[src/core/pllcm_pkg.sv]
// Constants and types shared by the PLL clock module
package pllcm_pkg;

    // Clock rate and lock timing
    localparam int unsigned CLK_FREQ_MHZ   = 100;
    localparam int unsigned LOCK_TIME_US   = 1000;
    localparam int unsigned LOCK_CYCLES    = LOCK_TIME_US * CLK_FREQ_MHZ;
    localparam int unsigned LOCK_CNT_W     = 17;

    // APB register byte addresses
    localparam logic [7:0]  ADDR_CLK_OUT   = 8'h00;
    localparam logic [7:0]  ADDR_STATUS    = 8'h04;
    localparam logic [7:0]  ADDR_CLK_CTRL  = 8'h08;
    localparam logic [7:0]  ADDR_RATIO     = 8'h0C;

    // clock_output_ctrl_reg fields
    localparam int unsigned POS_PIN_SEL    = 0;

    // pll_status_reg fields
    localparam int unsigned POS_LOCK       = 0;
    localparam int unsigned POS_POWER_OFF  = 1;
    localparam int unsigned POS_DIV_SEL    = 2;

    // clock_control_reg fields
    localparam int unsigned POS_EXT_OFF    = 0;
    localparam int unsigned POS_XTAL_OFF   = 1;
    localparam int unsigned POS_OSC_A_OFF  = 2;
    localparam int unsigned POS_OSC_B_OFF  = 3;
    localparam int unsigned POS_CORE_SRC   = 4;
    localparam int unsigned POS_WDOG_OSC   = 6;
    localparam int unsigned POS_TIMER_OSC  = 7;

    // pll_ratio_reg field and limits
    localparam int unsigned RATIO_W        = 4;
    localparam logic [3:0]  RATIO_BYPASS   = 4'h0;
    localparam logic [3:0]  RATIO_MAX      = 4'hC;

    // Reset values
    localparam logic [1:0]  DIV_SEL_RESET  = 2'h0;
    localparam logic [1:0]  CORE_SRC_RESET = 2'h0;

    // Post-divider encodings and divide factors
    localparam logic [1:0]  DIV_SEL_BY2    = 2'h2;
    localparam logic [1:0]  DIV_SEL_BY1    = 2'h3;
    localparam logic [2:0]  DIV_BY4        = 3'h4;
    localparam logic [2:0]  DIV_BY2        = 3'h2;
    localparam logic [2:0]  DIV_BY1        = 3'h1;

    // Core clock sources
    localparam logic [1:0]  SRC_OSC_A      = 2'h0;
    localparam logic [1:0]  SRC_OSC_B      = 2'h1;
    localparam logic [1:0]  SRC_XTAL       = 2'h2;
    localparam logic [1:0]  SRC_EXT        = 2'h3;

    typedef enum logic [1:0] {
        PLLCM_BYPASS,
        PLLCM_LOCKING,
        PLLCM_ACTIVE,
        PLLCM_OFF
    } pllcm_mode_t;

endpackage

[src/core/pllcm_top.sv]
// PLL clock module: mode control, lock timing, source selection, APB regs
// Function
// A 4-bit ratio field sets the integer multiplication factor.
// Software disables the watchdog before writing the ratio.
// Software waits 1 ms for the PLL to settle before re-arming the watchdog.
// Software keeps the VCO output at 50 MHz or more.
// Ratio 0 bypasses the PLL; ratios 1 to 12 give source times n over div.
// Divider select 0 or 1 divides by 4, 2 by 2, 3 by 1; reset is by 4.
// Software zeroes the divider select before a ratio write, then waits lock.
// Ratio and status state reset only on pin reset or watchdog reset.
// Watchdog, core and timer clocks each pick either internal oscillator; the core clock here can also pick the crystal or the external input.
// The external clock input comes from pin 19 or pin 38 per a select bit.
// The external-input-off bit forces the external clock input low.
// Software confirms the target clock runs before switching sources.
// The power-off bit powers down the PLL; ratio must be zero first.
// With the PLL off the CPU clock is the source over the post-divider.
// Bypass with the PLL powered is the state after reset.
// A ratio write forces bypass until the PLL reports lock.
// The lock flag clears on a ratio write and sets once switched in.
`timescale 1ns/10ps
module pllcm_top
    import pllcm_pkg::*;
#(
    parameter int unsigned LOCK_CYCLES_P = LOCK_CYCLES
) (
    input  wire logic        clk_i,
    input  wire logic        reset_n_i,
    input  wire logic        wdog_reset_i,
    input  wire logic        dbg_reset_i,
    input  wire logic        mclk_reset_i,
    input  wire logic        psel_i,
    input  wire logic        penable_i,
    input  wire logic        pwrite_i,
    input  wire logic [7:0]  paddr_i,
    input  wire logic [31:0] pwdata_i,
    output logic      [31:0] prdata_o,
    output logic             pready_o,
    output logic             pslverr_o,
    input  wire logic        gpio19_i,
    input  wire logic        gpio38_i,
    output logic             ext_clock_input_o,
    output logic      [3:0]  cpu_mult_o,
    output logic      [2:0]  cpu_div_o,
    output logic             pll_powered_o,
    output logic             pll_bypass_o,
    output logic             lock_flag_o,
    output logic      [1:0]  core_src_o,
    output logic             wdog_osc_b_o,
    output logic             timer_osc_b_o,
    output logic             xtal_enable_o,
    output logic             osc_a_enable_o,
    output logic             osc_b_enable_o
);

    typedef struct packed {
        logic                  pin19_meta;
        logic                  pin19_sync;
        logic                  pin38_meta;
        logic                  pin38_sync;
        logic                  ext_clk;
        logic                  pin_sel;
        logic                  ext_off;
        logic                  xtal_off;
        logic                  osc_a_off;
        logic                  osc_b_off;
        logic [1:0]            core_src;
        logic                  wdog_osc;
        logic                  timer_osc;
        logic [RATIO_W-1:0]    ratio;
        logic [1:0]            div_sel;
        logic                  power_off;
        logic                  lock;
        pllcm_mode_t           mode;
        logic [LOCK_CNT_W-1:0] lock_cnt;
        logic [31:0]           prdata;
    } pllcm_state_t;

    localparam logic [LOCK_CNT_W-1:0] LOCK_LAST =
        LOCK_CNT_W'(LOCK_CYCLES_P - 1);

    pllcm_state_t state_reg;
    pllcm_state_t state_next;
    logic         rst_meta_reg;
    logic         rst_sync_n_reg;
    logic         setup_phase;
    logic         access_wr;
    logic         addr_hit;
    logic         other_reset;
    logic         ratio_write;
    logic [3:0]   new_ratio;

    // Divide factor from the post-divider select
    function automatic logic [2:0] div_factor(input logic [1:0] sel);
        case (sel)
            DIV_SEL_BY2: div_factor = DIV_BY2;
            DIV_SEL_BY1: div_factor = DIV_BY1;
            default:     div_factor = DIV_BY4;
        endcase
    endfunction

    // Register decode
    function automatic logic mapped(input logic [7:0] addr);
        mapped = (addr == ADDR_CLK_OUT)  || (addr == ADDR_STATUS) ||
                 (addr == ADDR_CLK_CTRL) || (addr == ADDR_RATIO);
    endfunction

    // Reset release through two flip-flops
    always_ff @(posedge clk_i or negedge reset_n_i) begin
        if (!reset_n_i) begin
            rst_meta_reg   <= 1'b0;
            rst_sync_n_reg <= 1'b0;
        end else begin
            rst_meta_reg   <= 1'b1;
            rst_sync_n_reg <= rst_meta_reg;
        end
    end

    assign setup_phase = psel_i && !penable_i;
    assign access_wr   = psel_i && penable_i && pwrite_i;
    assign addr_hit    = mapped(paddr_i);
    assign other_reset = wdog_reset_i || dbg_reset_i || mclk_reset_i;
    assign new_ratio   = pwdata_i[RATIO_W-1:0];
    assign ratio_write = access_wr && (paddr_i == ADDR_RATIO) &&
                         (new_ratio <= RATIO_MAX);

    always_comb begin
        state_next = state_reg;

        // Pin synchronisers
        state_next.pin19_meta = gpio19_i;
        state_next.pin19_sync = state_reg.pin19_meta;
        state_next.pin38_meta = gpio38_i;
        state_next.pin38_sync = state_reg.pin38_meta;
        if (state_reg.ext_off) begin
            state_next.ext_clk = 1'b0;
        end else if (state_reg.pin_sel) begin
            state_next.ext_clk = state_reg.pin38_sync;
        end else begin
            state_next.ext_clk = state_reg.pin19_sync;
        end

        // Read data captured in the setup cycle
        if (setup_phase && !pwrite_i) begin
            state_next.prdata = 32'h0000_0000;
            case (paddr_i)
                ADDR_CLK_OUT: begin
                    state_next.prdata[POS_PIN_SEL] = state_reg.pin_sel;
                end
                ADDR_STATUS: begin
                    state_next.prdata[POS_LOCK]      = state_reg.lock;
                    state_next.prdata[POS_POWER_OFF] = state_reg.power_off;
                    state_next.prdata[POS_DIV_SEL +: 2] = state_reg.div_sel;
                end
                ADDR_CLK_CTRL: begin
                    state_next.prdata[POS_EXT_OFF]   = state_reg.ext_off;
                    state_next.prdata[POS_XTAL_OFF]  = state_reg.xtal_off;
                    state_next.prdata[POS_OSC_A_OFF] = state_reg.osc_a_off;
                    state_next.prdata[POS_OSC_B_OFF] = state_reg.osc_b_off;
                    state_next.prdata[POS_CORE_SRC +: 2] = state_reg.core_src;
                    state_next.prdata[POS_WDOG_OSC]  = state_reg.wdog_osc;
                    state_next.prdata[POS_TIMER_OSC] = state_reg.timer_osc;
                end
                ADDR_RATIO: begin
                    state_next.prdata[RATIO_W-1:0] = state_reg.ratio;
                end
                default: begin
                    state_next.prdata = 32'h0000_0000;
                end
            endcase
        end

        // Register writes
        if (access_wr) begin
            case (paddr_i)
                ADDR_CLK_OUT: begin
                    state_next.pin_sel = pwdata_i[POS_PIN_SEL];
                end
                ADDR_STATUS: begin
                    state_next.div_sel   = pwdata_i[POS_DIV_SEL +: 2];
                    state_next.power_off = pwdata_i[POS_POWER_OFF];
                end
                ADDR_CLK_CTRL: begin
                    state_next.ext_off   = pwdata_i[POS_EXT_OFF];
                    state_next.xtal_off  = pwdata_i[POS_XTAL_OFF];
                    state_next.osc_a_off = pwdata_i[POS_OSC_A_OFF];
                    state_next.osc_b_off = pwdata_i[POS_OSC_B_OFF];
                    state_next.core_src  = pwdata_i[POS_CORE_SRC +: 2];
                    state_next.wdog_osc  = pwdata_i[POS_WDOG_OSC];
                    state_next.timer_osc = pwdata_i[POS_TIMER_OSC];
                end
                ADDR_RATIO: begin
                    if (ratio_write) begin
                        state_next.ratio = new_ratio;
                    end
                end
                default: begin
                end
            endcase
        end

        // PLL mode sequencing
        case (state_reg.mode)
            PLLCM_BYPASS, PLLCM_ACTIVE: begin
                if (state_next.power_off) begin
                    state_next.mode = PLLCM_OFF;
                    state_next.lock = 1'b0;
                end else if (ratio_write) begin
                    state_next.mode     = PLLCM_LOCKING;
                    state_next.lock     = 1'b0;
                    state_next.lock_cnt = '0;
                end
            end
            PLLCM_LOCKING: begin
                if (state_next.power_off) begin
                    state_next.mode = PLLCM_OFF;
                    state_next.lock = 1'b0;
                end else if (ratio_write) begin
                    state_next.lock_cnt = '0;
                    state_next.lock     = 1'b0;
                end else if (state_reg.lock_cnt == LOCK_LAST) begin
                    state_next.lock = 1'b1;
                    if (state_reg.ratio == RATIO_BYPASS) begin
                        state_next.mode = PLLCM_BYPASS;
                    end else begin
                        state_next.mode = PLLCM_ACTIVE;
                    end
                end else begin
                    state_next.lock_cnt =
                        state_reg.lock_cnt + LOCK_CNT_W'(1);
                end
            end
            PLLCM_OFF: begin
                if (!state_next.power_off) begin
                    state_next.mode     = PLLCM_LOCKING;
                    state_next.lock     = 1'b0;
                    state_next.lock_cnt = '0;
                end
            end
            default: begin
                state_next.mode = PLLCM_BYPASS;
            end
        endcase

        // Debug and mclk resets spare the ratio and status state; the watchdog reset clears it too
        if (other_reset) begin
            state_next.pin_sel   = 1'b0;
            state_next.ext_off   = 1'b0;
            state_next.xtal_off  = 1'b0;
            state_next.osc_a_off = 1'b0;
            state_next.osc_b_off = 1'b0;
            state_next.core_src  = CORE_SRC_RESET;
            state_next.wdog_osc  = 1'b0;
            state_next.timer_osc = 1'b0;
        end
        if (wdog_reset_i) begin
            state_next.ratio     = RATIO_BYPASS;
            state_next.div_sel   = DIV_SEL_RESET;
            state_next.power_off = 1'b0;
            state_next.lock      = 1'b1;
            state_next.mode      = PLLCM_BYPASS;
            state_next.lock_cnt  = '0;
        end
    end

    always_ff @(posedge clk_i or negedge rst_sync_n_reg) begin
        if (!rst_sync_n_reg) begin
            state_reg           <= '0;
            state_reg.core_src  <= CORE_SRC_RESET;
            state_reg.ratio     <= RATIO_BYPASS;
            state_reg.div_sel   <= DIV_SEL_RESET;
            state_reg.lock      <= 1'b1;
            state_reg.mode      <= PLLCM_BYPASS;
        end else begin
            state_reg <= state_next;
        end
    end

    // APB answers with no wait states
    assign pready_o  = 1'b1;
    assign pslverr_o = psel_i && penable_i && !addr_hit;
    assign prdata_o  = state_reg.prdata;

    assign ext_clock_input_o = state_reg.ext_clk;
    assign cpu_div_o         = div_factor(state_reg.div_sel);
    assign cpu_mult_o        = (state_reg.mode == PLLCM_ACTIVE) ?
                               state_reg.ratio : 4'h1;
    assign pll_powered_o     = (state_reg.mode != PLLCM_OFF);
    assign pll_bypass_o      = (state_reg.mode != PLLCM_ACTIVE);
    assign lock_flag_o       = state_reg.lock;
    assign core_src_o        = state_reg.core_src;
    assign wdog_osc_b_o      = state_reg.wdog_osc;
    assign timer_osc_b_o     = state_reg.timer_osc;
    assign xtal_enable_o     = !state_reg.xtal_off;
    assign osc_a_enable_o    = !state_reg.osc_a_off;
    assign osc_b_enable_o    = !state_reg.osc_b_off;

endmodule // pllcm_top

[config.mk]
export PLATFORM = sky130hd
export DESIGN_NAME = pllcm_top
export DESIGN_NICKNAME = d
export VERILOG_FILES = /design/src/core/pllcm_pkg.sv /design/src/core/pllcm_top.sv
export SDC_FILE = /design/constraint.sdc
export NUM_CORES = 1
export LEC_CHECK = 0
export BUFFER_PORTS_ARGS = -buffer_cell sky130_fd_sc_hd__buf_4
export CORE_MARGIN = 2
export CORE_UTILIZATION = 54
export DETAILED_ROUTE_END_ITERATION = 8
export PLACE_DENSITY = 0.86
export REMOVE_ABC_BUFFERS = 1
export SLEW_MARGIN = 0
export SYNTH_ARGS = -nofsm -noshare
export SYNTH_HDL_FRONTEND = slang
export SYNTH_SLANG_ARGS = --single-unit
[constraint.sdc]
create_clock -name clk_i -period 2.4 [get_ports clk_i]
set_input_delay 0.12 -clock clk_i [delete_from_list [all_inputs] [get_ports clk_i]]
set_output_delay 0.12 -clock clk_i [all_outputs]
set_load 0.05 [all_outputs]
* Word-level counts from Yosys, hierarchy flattened
Index checks and enable logic that the tools add are counted.
W data, S select, Z words.
** Cells by class
- $add $sub $neg :: 1
- Order comparisons :: 1
- Eq/ne operators :: 20
- Multiplexer cells :: 28
- Reduce and logical (&&, ||, !) cells :: 36
** Operators by type and width (count)
- $mux W17 :: 4
- $pmux W20 S3 :: 1
- $mux W20 :: 2
- $mux W27 :: 1
- $add A17 B1 Y17 const B :: 1
- $eq A17 B17 Y1 const B :: 1
- $eq A8 B4 Y1 const B :: 2
- $mux W16 :: 1
- $mux W4 :: 4
- $ne A4 B4 Y1 const B :: 4
- $reduce_bool A2 Y1 :: 7
- $mux W3 :: 4
- $ne A3 B3 Y1 const B :: 4
- $mux W9 :: 1
- $pmux W3 S3 :: 1
- $eq A2 B2 Y1 const B :: 4
- $eq A8 B3 Y1 const B :: 1
- $logic_not A8 Y1 :: 1
- $mux W8 :: 1
- $logic_and A1 B1 Y1 :: 7
- $logic_not A1 Y1 :: 6
- $pmux W3 S2 :: 1
- $reduce_and A2 Y1 :: 3
- $reduce_and A3 Y1 :: 2
- 13 further kinds :: 22
** Storage, ports and cells
- Input bits :: 50
- Output and inout bits :: 52
- Flip-flop bits (word level) :: 51
- Logic and storage cells :: 108

* Longest topological paths before layout
Gate-level depths: netlist (run 1).
- Depth after elaboration :: 10
- Gate-level depth with buffers :: 8
- Mapped depth without buffers :: 7

* Worst setup path before layout (run 1)
No wires, ideal clock.
- Kind :: input port to flip-flop
- From :: in paddr_i[5]
- To :: reg state_reg (netlist bit lock_flag_o)
- Setup slack :: 0.247 ns
- Setup time :: 0.084 ns
- Arrival :: 2.069 ns
- Required time :: 2.316 ns
- Stages on the path :: 6
- Buffers on the path :: 1
- Cell sequence :: or4_4 > or4_1 > clkbuf_2 > and3_4 > a32o_1 > a221o_1
** Between the ends
- Longest elaborated chain between the ends :: 7
** Ends and longest elaborated chain
- start: declaration :: RTL line pllcm_top.sv:34 : input wire logic [7:0] paddr_i,
- $eq A8 B4 Y1 :: RTL line pllcm_top.sv:123 : assign ratio_write = access_wr && (paddr_i == ADDR_RATIO) &&
- $logic_and A1 B1 Y1 (2 in series) :: RTL line pllcm_top.sv:123
- $mux W1 :: RTL line pllcm_top.sv:217 : end else if (ratio_write) begin
- $mux W3 :: RTL line pllcm_top.sv:214 : if (state_next.power_off) begin
- $pmux W20 S3 :: RTL line pllcm_top.sv:202 : case (state_reg.mode)
- $mux W27 :: RTL line pllcm_top.sv:255 : if (wdog_reset_i) begin
- end signal: assignment :: RTL line pllcm_top.sv:274 : state_reg <= state_next;
- end: declaration :: RTL line pllcm_top.sv:81 : pllcm_state_t state_reg;
Several ways; a longest one is shown, not always the timed one. The select of a mux whose other input is x is not followed.
A chain may end at the register's enable or synchronous reset.

* Worst setup path after layout (run 1)
- From :: reg state_reg[32] in the netlist's numbering
- To :: reg state_reg[37] in the netlist's numbering
** Between the ends
- Longest elaborated chain between the ends :: 6
** Ends and longest elaborated chain
- $add A17 B1 Y17 :: RTL line pllcm_top.sv:229 : state_reg.lock_cnt + LOCK_CNT_W'(1);
- $mux W17 :: RTL line pllcm_top.sv:220 : end else if (state_reg.lock_cnt == LOCK_LAST) begin
- $mux W17 :: RTL line pllcm_top.sv:217
- $mux W17 :: RTL line pllcm_top.sv:214
- $pmux W20 S3 :: RTL line pllcm_top.sv:202
- $mux W27 :: RTL line pllcm_top.sv:255
Several ways; a longest one is shown, not always the timed one. The select of a mux whose other input is x is not followed.

==> results, run 1 <==
- The core area is 5107 um^2.
- The placer congestion estimate is 0.8536.
- The global-route usage over all layers is 22.71%.
- At the worst endpoint, the required time is 2.64 ns.
- The highest ir drop seen on vdd is 459.1 uV.
- The synthesized netlist devotes 0.4388% of its cell area to adder and majority cells.
- The largest net degree at the start of global routing is 20.
- Once detail routing completed, the nets flagged for antenna violations numbered 0.
- The count of final hold-check violations is 0.
- In this run, placement finished with an instance count of 417.
- The worst-case headroom to the max-slew limit is 57.75%.
- After synthesis, the mean cell area works out to 9.349 um^2.
- The register with the most flip-flops in the layout has 33 of them.
- The total via count in the routed design is 2443.
- The internal reg-to-reg setup slack is 0.19 ns.
- The repair_antennas step left the layout with diodes totalling 0.
- In the layout the commonest cells are buf_4 (62), dfrtp_1 (49), nand2_1 (35), conb_1 (26), nor2_1 (21).
- The capturing point of the worst reg2reg path is state_reg[37].
- The sink count of the clock tree is 51.
- After global routing the overflow that remains totals 0.
- The detail-routed via count per cell is 5.708.
- By area, the combinational part of the netlist is dominated by simple AND/OR/NAND/NOR gates.
- The flow ran to the end, and the final reports show no timing, DRC or antenna violations.
- The tree is rooted in a clkbuf_8.
- The worst setup path is captured at a register.
- In this run the most critical hold path is launched from pwdata_i[4].
- The floorplan has 26 rows.
- The post-route clock skew is 0.009940 ns.
- The number of cells on the worst reg-to-reg path is 7.
- The area overhead of the layout relative to synthesis is 17.24%.
- The pin slew with the least headroom to its limit is 0.6289 ns.
- The synthesized design contains 0 enable-type register cells.
- Dividing the final minimum period by the clock period gives 92.12%.
- The number of global-route vias before repair came to 2356.
- The library cell used most frequently in the layout, excluding fill and tap cells, is buf_4.
- The die covers 5878 um^2.
- During I/O placement, the number of pins put on the boundary was 102.
- The path class of the lowest-slack min-delay path is primary input to register.
- Of all flip-flops after synthesis, the portion carrying an async set or reset was 100.0%.
- The initial detailed-routing violation count is 133.
- The final instance count without filler cells is 428.
- For this configuration, the core starts out at a cell density of 55.83%.
- The commonest register cell after synthesis is dfrtp_1.
- Cells with a size suffix above 1 make up 22.63% of the layout.
- The proportion of synthesized area in mux cells is 4.651%.
- The die span in x is 76.67 um.
- The residual DRC count is 0.
- Counting the buffers created by CTS gives 5.
- The average wire per standard cell is 15.07 um.
- The die is 76.67 um tall.
- The deepest level of the CTS H-tree is 2.
- Setup repair after global routing left no endpoint under its margin.
- Across the run, the number of max-cap violations was 0.
- The number of warnings reported in the yosys synthesis log is 0.
- After clock tree synthesis, the clock-pin slew on the worst setup and hold paths is 0.10 ns.
- The first global-routing pass estimated 10760 um of wire.
- In this run the tool buffered the top-level ports with 52 buffer cells.
- The final sum of negative setup slack is 0 ns.
- The post-CTS setup buffer count is 0.
- The cell count after synthesis came out at 305.
- The number of nets in the final layout is 408.
- The first detailed-routing pass took 4 iterations.
- The maximum operating frequency is 0.4523 GHz.
- Sequential elements use 44.80% of the synthesized area.
- The clock latency reported for the late side of the worst-skew pair is 0.31 ns.
- For this block, the routed nets add up to 6452 um of wire.
- Of the total synthesized cell area, the portion taken by XOR and XNOR cells is 0.9215%.
- The final critical-path required period is 2.211 ns.
- The post-synthesis sequential element count is 51.
- The cell count of the worst hold path is 3.
- The initial antenna violation count is 0.
- The post-synthesis instance area is 2851 um^2.
- The number of distinct library cells after synthesis is 52.
- The deepest clock path buffer count is 2.
- The startpoint identified for the worst register-to-register timing path is state_reg[32].
- The half-perimeter wire length after placement is 4759 um.
- Along the worst path, the maximum fanout reaches 14.
- The TritonCTS clock tree is yes.
- The total count of max-transition violations in the final report is 0.
- The analysis attributes to cell leakage a power of 1.547 nW.
- The path with the worst hold slack has its endpoint at core_src_o[0].
- The final-report setup violation count is 0.
- The synthesized-area fraction occupied by ao, oa, aoi and oai cells is 14.52%.
- The data arrival time of the critical path is 2.45 ns.
- The kind of start point of the critical path is a register.
- The critical path is of the register to register type.
- The simple-gate share of the synthesized area is 22.86%.
- In this run the power density over the cells is 506.1 nW/um^2.
## routing by layer
layer | track usage (%) | vias up | routed length (um)
li1 | - | 1133 | -
met3 | 5.412 | 17 | 345
met4 | 9.636 | 0 | 133
met2 | 37.72 | 83 | 3239
met1 | 28.38 | 1210 | 2734
met5 | 0 | - | 0
## worst max-delay path: stages, from the launching register on
cell,delay [ns]
dfrtp_1,0.43
ha_1,0.25
and4_1,0.26
nand4_1,0.17
o21ai_1,0.15
a21o_2,0.31
or4_1,0.41
a21oi_1,0.15
## synthesized netlist by cell type, types with 6 or more instances
cell type | count | area [um^2]
dfrtp_1 | 50 | 1251
buf_4 | 35 | 262.8
nand2_1 | 35 | 131.4
nor2_1 | 21 | 78.83
o21ai_0 | 20 | 100.1
a21oi_1 | 18 | 90.09
nand3_1 | 12 | 60.06
mux2i_1 | 11 | 110.1
inv_1 | 8 | 30.03
or3_1 | 7 | 43.79
clkbuf_1 | 6 | 22.52
## final cells by class
| class | instances | area, um^2 |
|---|---|---|
| repair buffers | 65 | 495.5 |
| clock buffers | 5 | 68.82 |
| inverters | 8 | 30.03 |
| well taps | 70 | 87.58 |
| clock inverters | 3 | 46.29 |
| flip-flops and latches | 51 | 1279 |
| fillers | 406 | 1764 |
| multi-input cells | 226 | 1336 |
## kinds of logic (layout without fill, tap and decap cells)
family	count (synthesis)	count (layout)
other cells	2	26
simple gates	121	121
buf+inv	52	81
flops	51	51
xor+xnor	3	3
compound gates	63	63
mux	12	12
fa+ha+maj	1	1
## through the flow
step | utilization, % | hold slack (ns) | power, mW | worst slack, ns | cell area (um^2)
2_1_floorplan | - | -0.1756 | 1.018 | 0.2450 | 2643
3_3_place_gp | 62.59 | -0.09775 | 1.086 | 0.06841 | 3197
3_5_place_dp | 62.59 | -0.09692 | 1.089 | 0.01209 | 3197
4_1_cts | 65.43 | 0.04446 | 1.700 | 0.1026 | 3342
5_1_grt | 65.46 | 0.05682 | 1.761 | 0.08073 | 3343
6_report | 65.46 | 0.04189 | 1.692 | 0.1892 | 3343
## how the worst max path moves through the flow
stage	from	end	slack, ns	depth (start not counted)
2_1_floorplan	paddr_i[5]	lock_flag_o	0.25	5
3_3_place_gp	paddr_i[5]	state_reg[40]	0.07	6
3_5_place_dp	paddr_i[5]	state_reg[40]	0.01	6
4_1_cts	state_reg[32]	state_reg[45]	0.10	7
5_1_grt	state_reg[32]	state_reg[37]	0.08	7
6_report	state_reg[32]	state_reg[37]	0.19	7
## repair_timing
action	4_1_cts	5_1_grt
setup endpoints to repair	0	6
resized for setup	0	2
hold endpoints to repair	4	0
hold buffers	3	0
## report_power, final
| group | internal, mW | switching (mW) | leakage, nW |
|---|---|---|---|
| clock network | 0.314 | 0.301 | 0.0548 |
| registers | 0.865 | 0.00660 | 0.692 |
| logic | 0.0501 | 0.156 | 0.800 |
(Power assumes the default switching activity.)
==> run 2: changes to the inputs <==
- CORE_MARGIN: 2 -> 3
- CORE_UTILIZATION: 54 -> 55
- CTS_BUF_LIST: unset -> sky130_fd_sc_hd__clkbuf_8
- PLACE_DENSITY: 0.86 -> 0.87
==> results, run 2 (synthesis results as in run 1) <==
- Outcome: complete, no violations (unchanged).
- The clock latency reported for the late side of the worst-skew pair was 0.31 ns (about the same).
- The post-route clock skew is 0.01262 ns (was 0.009940 ns).
- The clock input transition at the sequential cells of the worst setup and hold paths is 0.10 ns (about the same).
- The number of input and output port buffers inserted is 52 (unchanged).
- The largest net degree at the start of global routing is 50 (was 20).
- The height of the die came to 78.01 um (was 76.67 um).
- The met3 track utilization from global routing is 3.712% (was 5.412%).
- The static leakage power is 1.527 nW (was 1.547 nW).
- The deepest clock path buffer count is 2 (unchanged).
- The peak per-stage delay on the critical path came to 0.43 ns (about the same).
- The total via count in the routed design came to 2364 (was 2443).
- The final critical-path required period came to 2.216 ns (was 2.211 ns).
- The half-perimeter wire length after placement came to 4952 um (was 4759 um).
- The total power density per cell area was 475.9 nW/um^2 (was 506.1 nW/um^2).
- The number of core rows is 25 (was 26).
- The final design utilization is 67.38% (was 65.46%).
- The highest net fanout along the worst path was 14 (unchanged).
- The worst-case headroom to the max-slew limit came to 54.21% (was 57.75%).
- The starting utilization of the core area is 58.44% (was 55.83%).
- The total congestion overflow after global routing is 0 (unchanged).
- The number of flip-flops in the largest register is 33 (unchanged).
- The I/O pin count is 102 (unchanged).
- The number of nets in the final layout is 405 (was 408).
- The antenna diode count is 0 (unchanged).
- The internal reg-to-reg setup slack was 0.18 ns (was 0.19 ns).
- The placer congestion estimate is 0.8226 (was 0.8536).
- The number of global-route vias before repair is 2278 (was 2356).
- The area of all placed cells without fillers is 3288 um^2 (was 3343 um^2).
- The dominant delay contributor by cell family on the critical path is simple AND/OR/NAND/NOR gates (unchanged).
- The core area came to 4880 um^2 (was 5107 um^2).
- Commonest cells after routing, fill and taps aside: buf_4 (59), dfrtp_1 (49), nand2_1 (35), conb_1 (26), nor2_1 (21) (was buf_4 (62), dfrtp_1 (49), nand2_1 (35), conb_1 (26), nor2_1 (21)).
- The final sum of negative setup slack is 0 ns (unchanged).
- The global-route usage over all layers is 22.64% (was 22.71%).
- The number of buffers inserted during clock tree synthesis is 5 (unchanged).
- The post-CTS setup buffer count is 0 (unchanged).
- The residual DRC count came to 0 (unchanged).
- The area overhead of the layout relative to synthesis is 15.31% (was 17.24%).
- Setup repair after global routing missed its margin: no (unchanged).
- The total count of max-transition violations in the final report is 0 (unchanged).
- The initial antenna violation count was 0 (unchanged).
- The startpoint of the tightest hold check path is pwdata_i[7] (was pwdata_i[4]).
- The number of iterations in the first detailed-routing pass is 5 (was 4).
- The post-detailed-placement cell area is 3171 um^2 (was 3197 um^2).
- The endpoint required time on the critical path came to 2.63 ns (was 2.64 ns).
- Cells along the critical path: ha_1 -> and4_1 -> nand4_1 -> o21ai_1 -> a21o_2 -> or4_1 -> a21oi_1 (unchanged).
- The remaining antenna violation count after routing is 0 (unchanged).
- The deepest level of the CTS H-tree is 2 (unchanged).
- The first-pass GRT wire length is 11000 um (was 10760 um).
- The critical path's slowest cell is dfrtp_1 (unchanged).
- The critical path depth in cells is 7 (unchanged).
- The routing usage on met2 is 38.27% (was 37.72%).
- The average wire per standard cell is 15.47 um (was 15.07 um).
- The kind of start point of the critical path was a register (unchanged).
- The most common library cell in the layout ignoring fill and taps was buf_4 (unchanged).
- The final worst-path cycle share is 92.34% (was 92.12%).
- The total of max-cap violations is 0 (unchanged).
- The die span in x was 78.01 um (was 76.67 um).
- The number of cells on the worst reg-to-reg path is 7 (unchanged).
- The met1 usage is 29.51% (was 28.38%).
- The busiest metal layer after global routing is met2 (unchanged).
- The TritonCTS clock tree is yes (unchanged).
- The final-report setup violation count is 0 (unchanged).
- The data arrival time of the critical path is 2.44 ns (was 2.45 ns).
- The critical setup path kind was register to register (unchanged).
- The highest ir drop seen on vdd is 450.2 uV (was 459.1 uV).
- The pin slew with the least headroom to its limit was 0.6772 ns (was 0.6289 ns).
- The maximum operating frequency was 0.4512 GHz (was 0.4523 GHz).
- The overall die area is 6085 um^2 (was 5878 um^2).
- The capturing point of the worst reg2reg path was state_reg[37] (unchanged).
- The capturing element type of the critical path is a register (unchanged).
- The initial detailed-routing violation count is 181 (was 133).
- The count of final hold-check violations is 0 (unchanged).
- The CTS root buffer is clkbuf_8 (unchanged).
- The overall power consumption is 1.565 mW (was 1.692 mW).
- The detail-routed via count per cell is 5.602 (was 5.708).
- The proportion of layout cells with a drive suffix above 1 is 21.69% (was 22.63%).
- The count of filler cells inserted in the layout came to 399 (was 406).
- The path class of the lowest-slack min-delay path was primary input to register (unchanged).
- The worst path buffer plus inverter count is 0 (unchanged).
- The total wire length after detailed routing came to 6528 um (was 6452 um).
- The worst-case hold path end point is timer_osc_b_o (was core_src_o[0]).
- The cell count of the worst hold path is 3 (unchanged).
- The start of the worst register-to-register path is state_reg[32] (unchanged).
- The sink count of the clock tree is 51 (unchanged).
## run 2: cell types whose count changed in the layout (fill, tap and decap cells not counted), sizes merged
cell / before / now
clkinvlp: 1 / 0
buf: 62 / 59
clkinv: 0 / 2
bufinv: 1 / 0
## run 2: worst max path at each step
stage	startpoint	end	slack, ns
3_5_place_dp	paddr_i[5]	state_reg[40]	-0.04
6_report	state_reg[32]	state_reg[37]	0.18
2_1_floorplan	paddr_i[5]	lock_flag_o	0.25
3_3_place_gp	paddr_i[5]	state_reg[40]	0.07
5_1_grt	state_reg[32]	state_reg[37]	0.07
4_1_cts	state_reg[32]	state_reg[37]	0.12
## run 2: stage by stage
stage / hold slack, ns / cells / setup WS (ns)
2_1_floorplan: -0.1756 / 285 / 0.2450
3_3_place_gp: -0.09733 / 411 / 0.06567
3_5_place_dp: -0.09458 / 411 / -0.04270
4_1_cts: 0.04586 / 422 / 0.1157
5_1_grt: 0.04365 / 422 / 0.06739
6_report: 0.04418 / 422 / 0.1839
## run 2: metal layers
metal | up-vias | share of wire, %
li1 | 1121 | -
met1 | 1137 | 41
met2 | 96 | 51
met3 | 10 | 6.6
met4 | 0 | 1.8
met5 | - | 0
## run 2: power by group
| group | internal, mW | leakage, nW | switching, mW |
|---|---|---|---|
| registers | 0.865 | 0.692 | 0.00166 |
| logic | 0.0491 | 0.785 | 0.161 |
| clock network | 0.202 | 0.0493 | 0.286 |
| total | 1.12 | 1.53 | 0.449 |
## run 2: worst register-to-register path, cell delays in order (launching register included)
cell	delay (ns)
dfrtp_1	0.43
ha_1	0.26
and4_1	0.26
nand4_1	0.17
o21ai_1	0.14
a21o_2	0.31
or4_1	0.44
a21oi_1	0.15
## run 2: timing repair
action | 4_1_cts | 5_1_grt
hold endpoints to repair | 4 | 0
hold buffers | 3 | 0
gates resized for setup | 0 | 2
endpoints found under the setup margin | 0 | 6
## run 2: area by class of cell
class	instances	area, um^2	area share [%]
multi-input combinational	226	1336	40.64
sequential	51	1279	38.89
timing repair buffer	62	473.0	14.38
tap	67	83.83	2.549
clock buffer	5	68.82	2.093
inverter	8	30.03	0.9132
clock inverter	3	17.52	0.5327
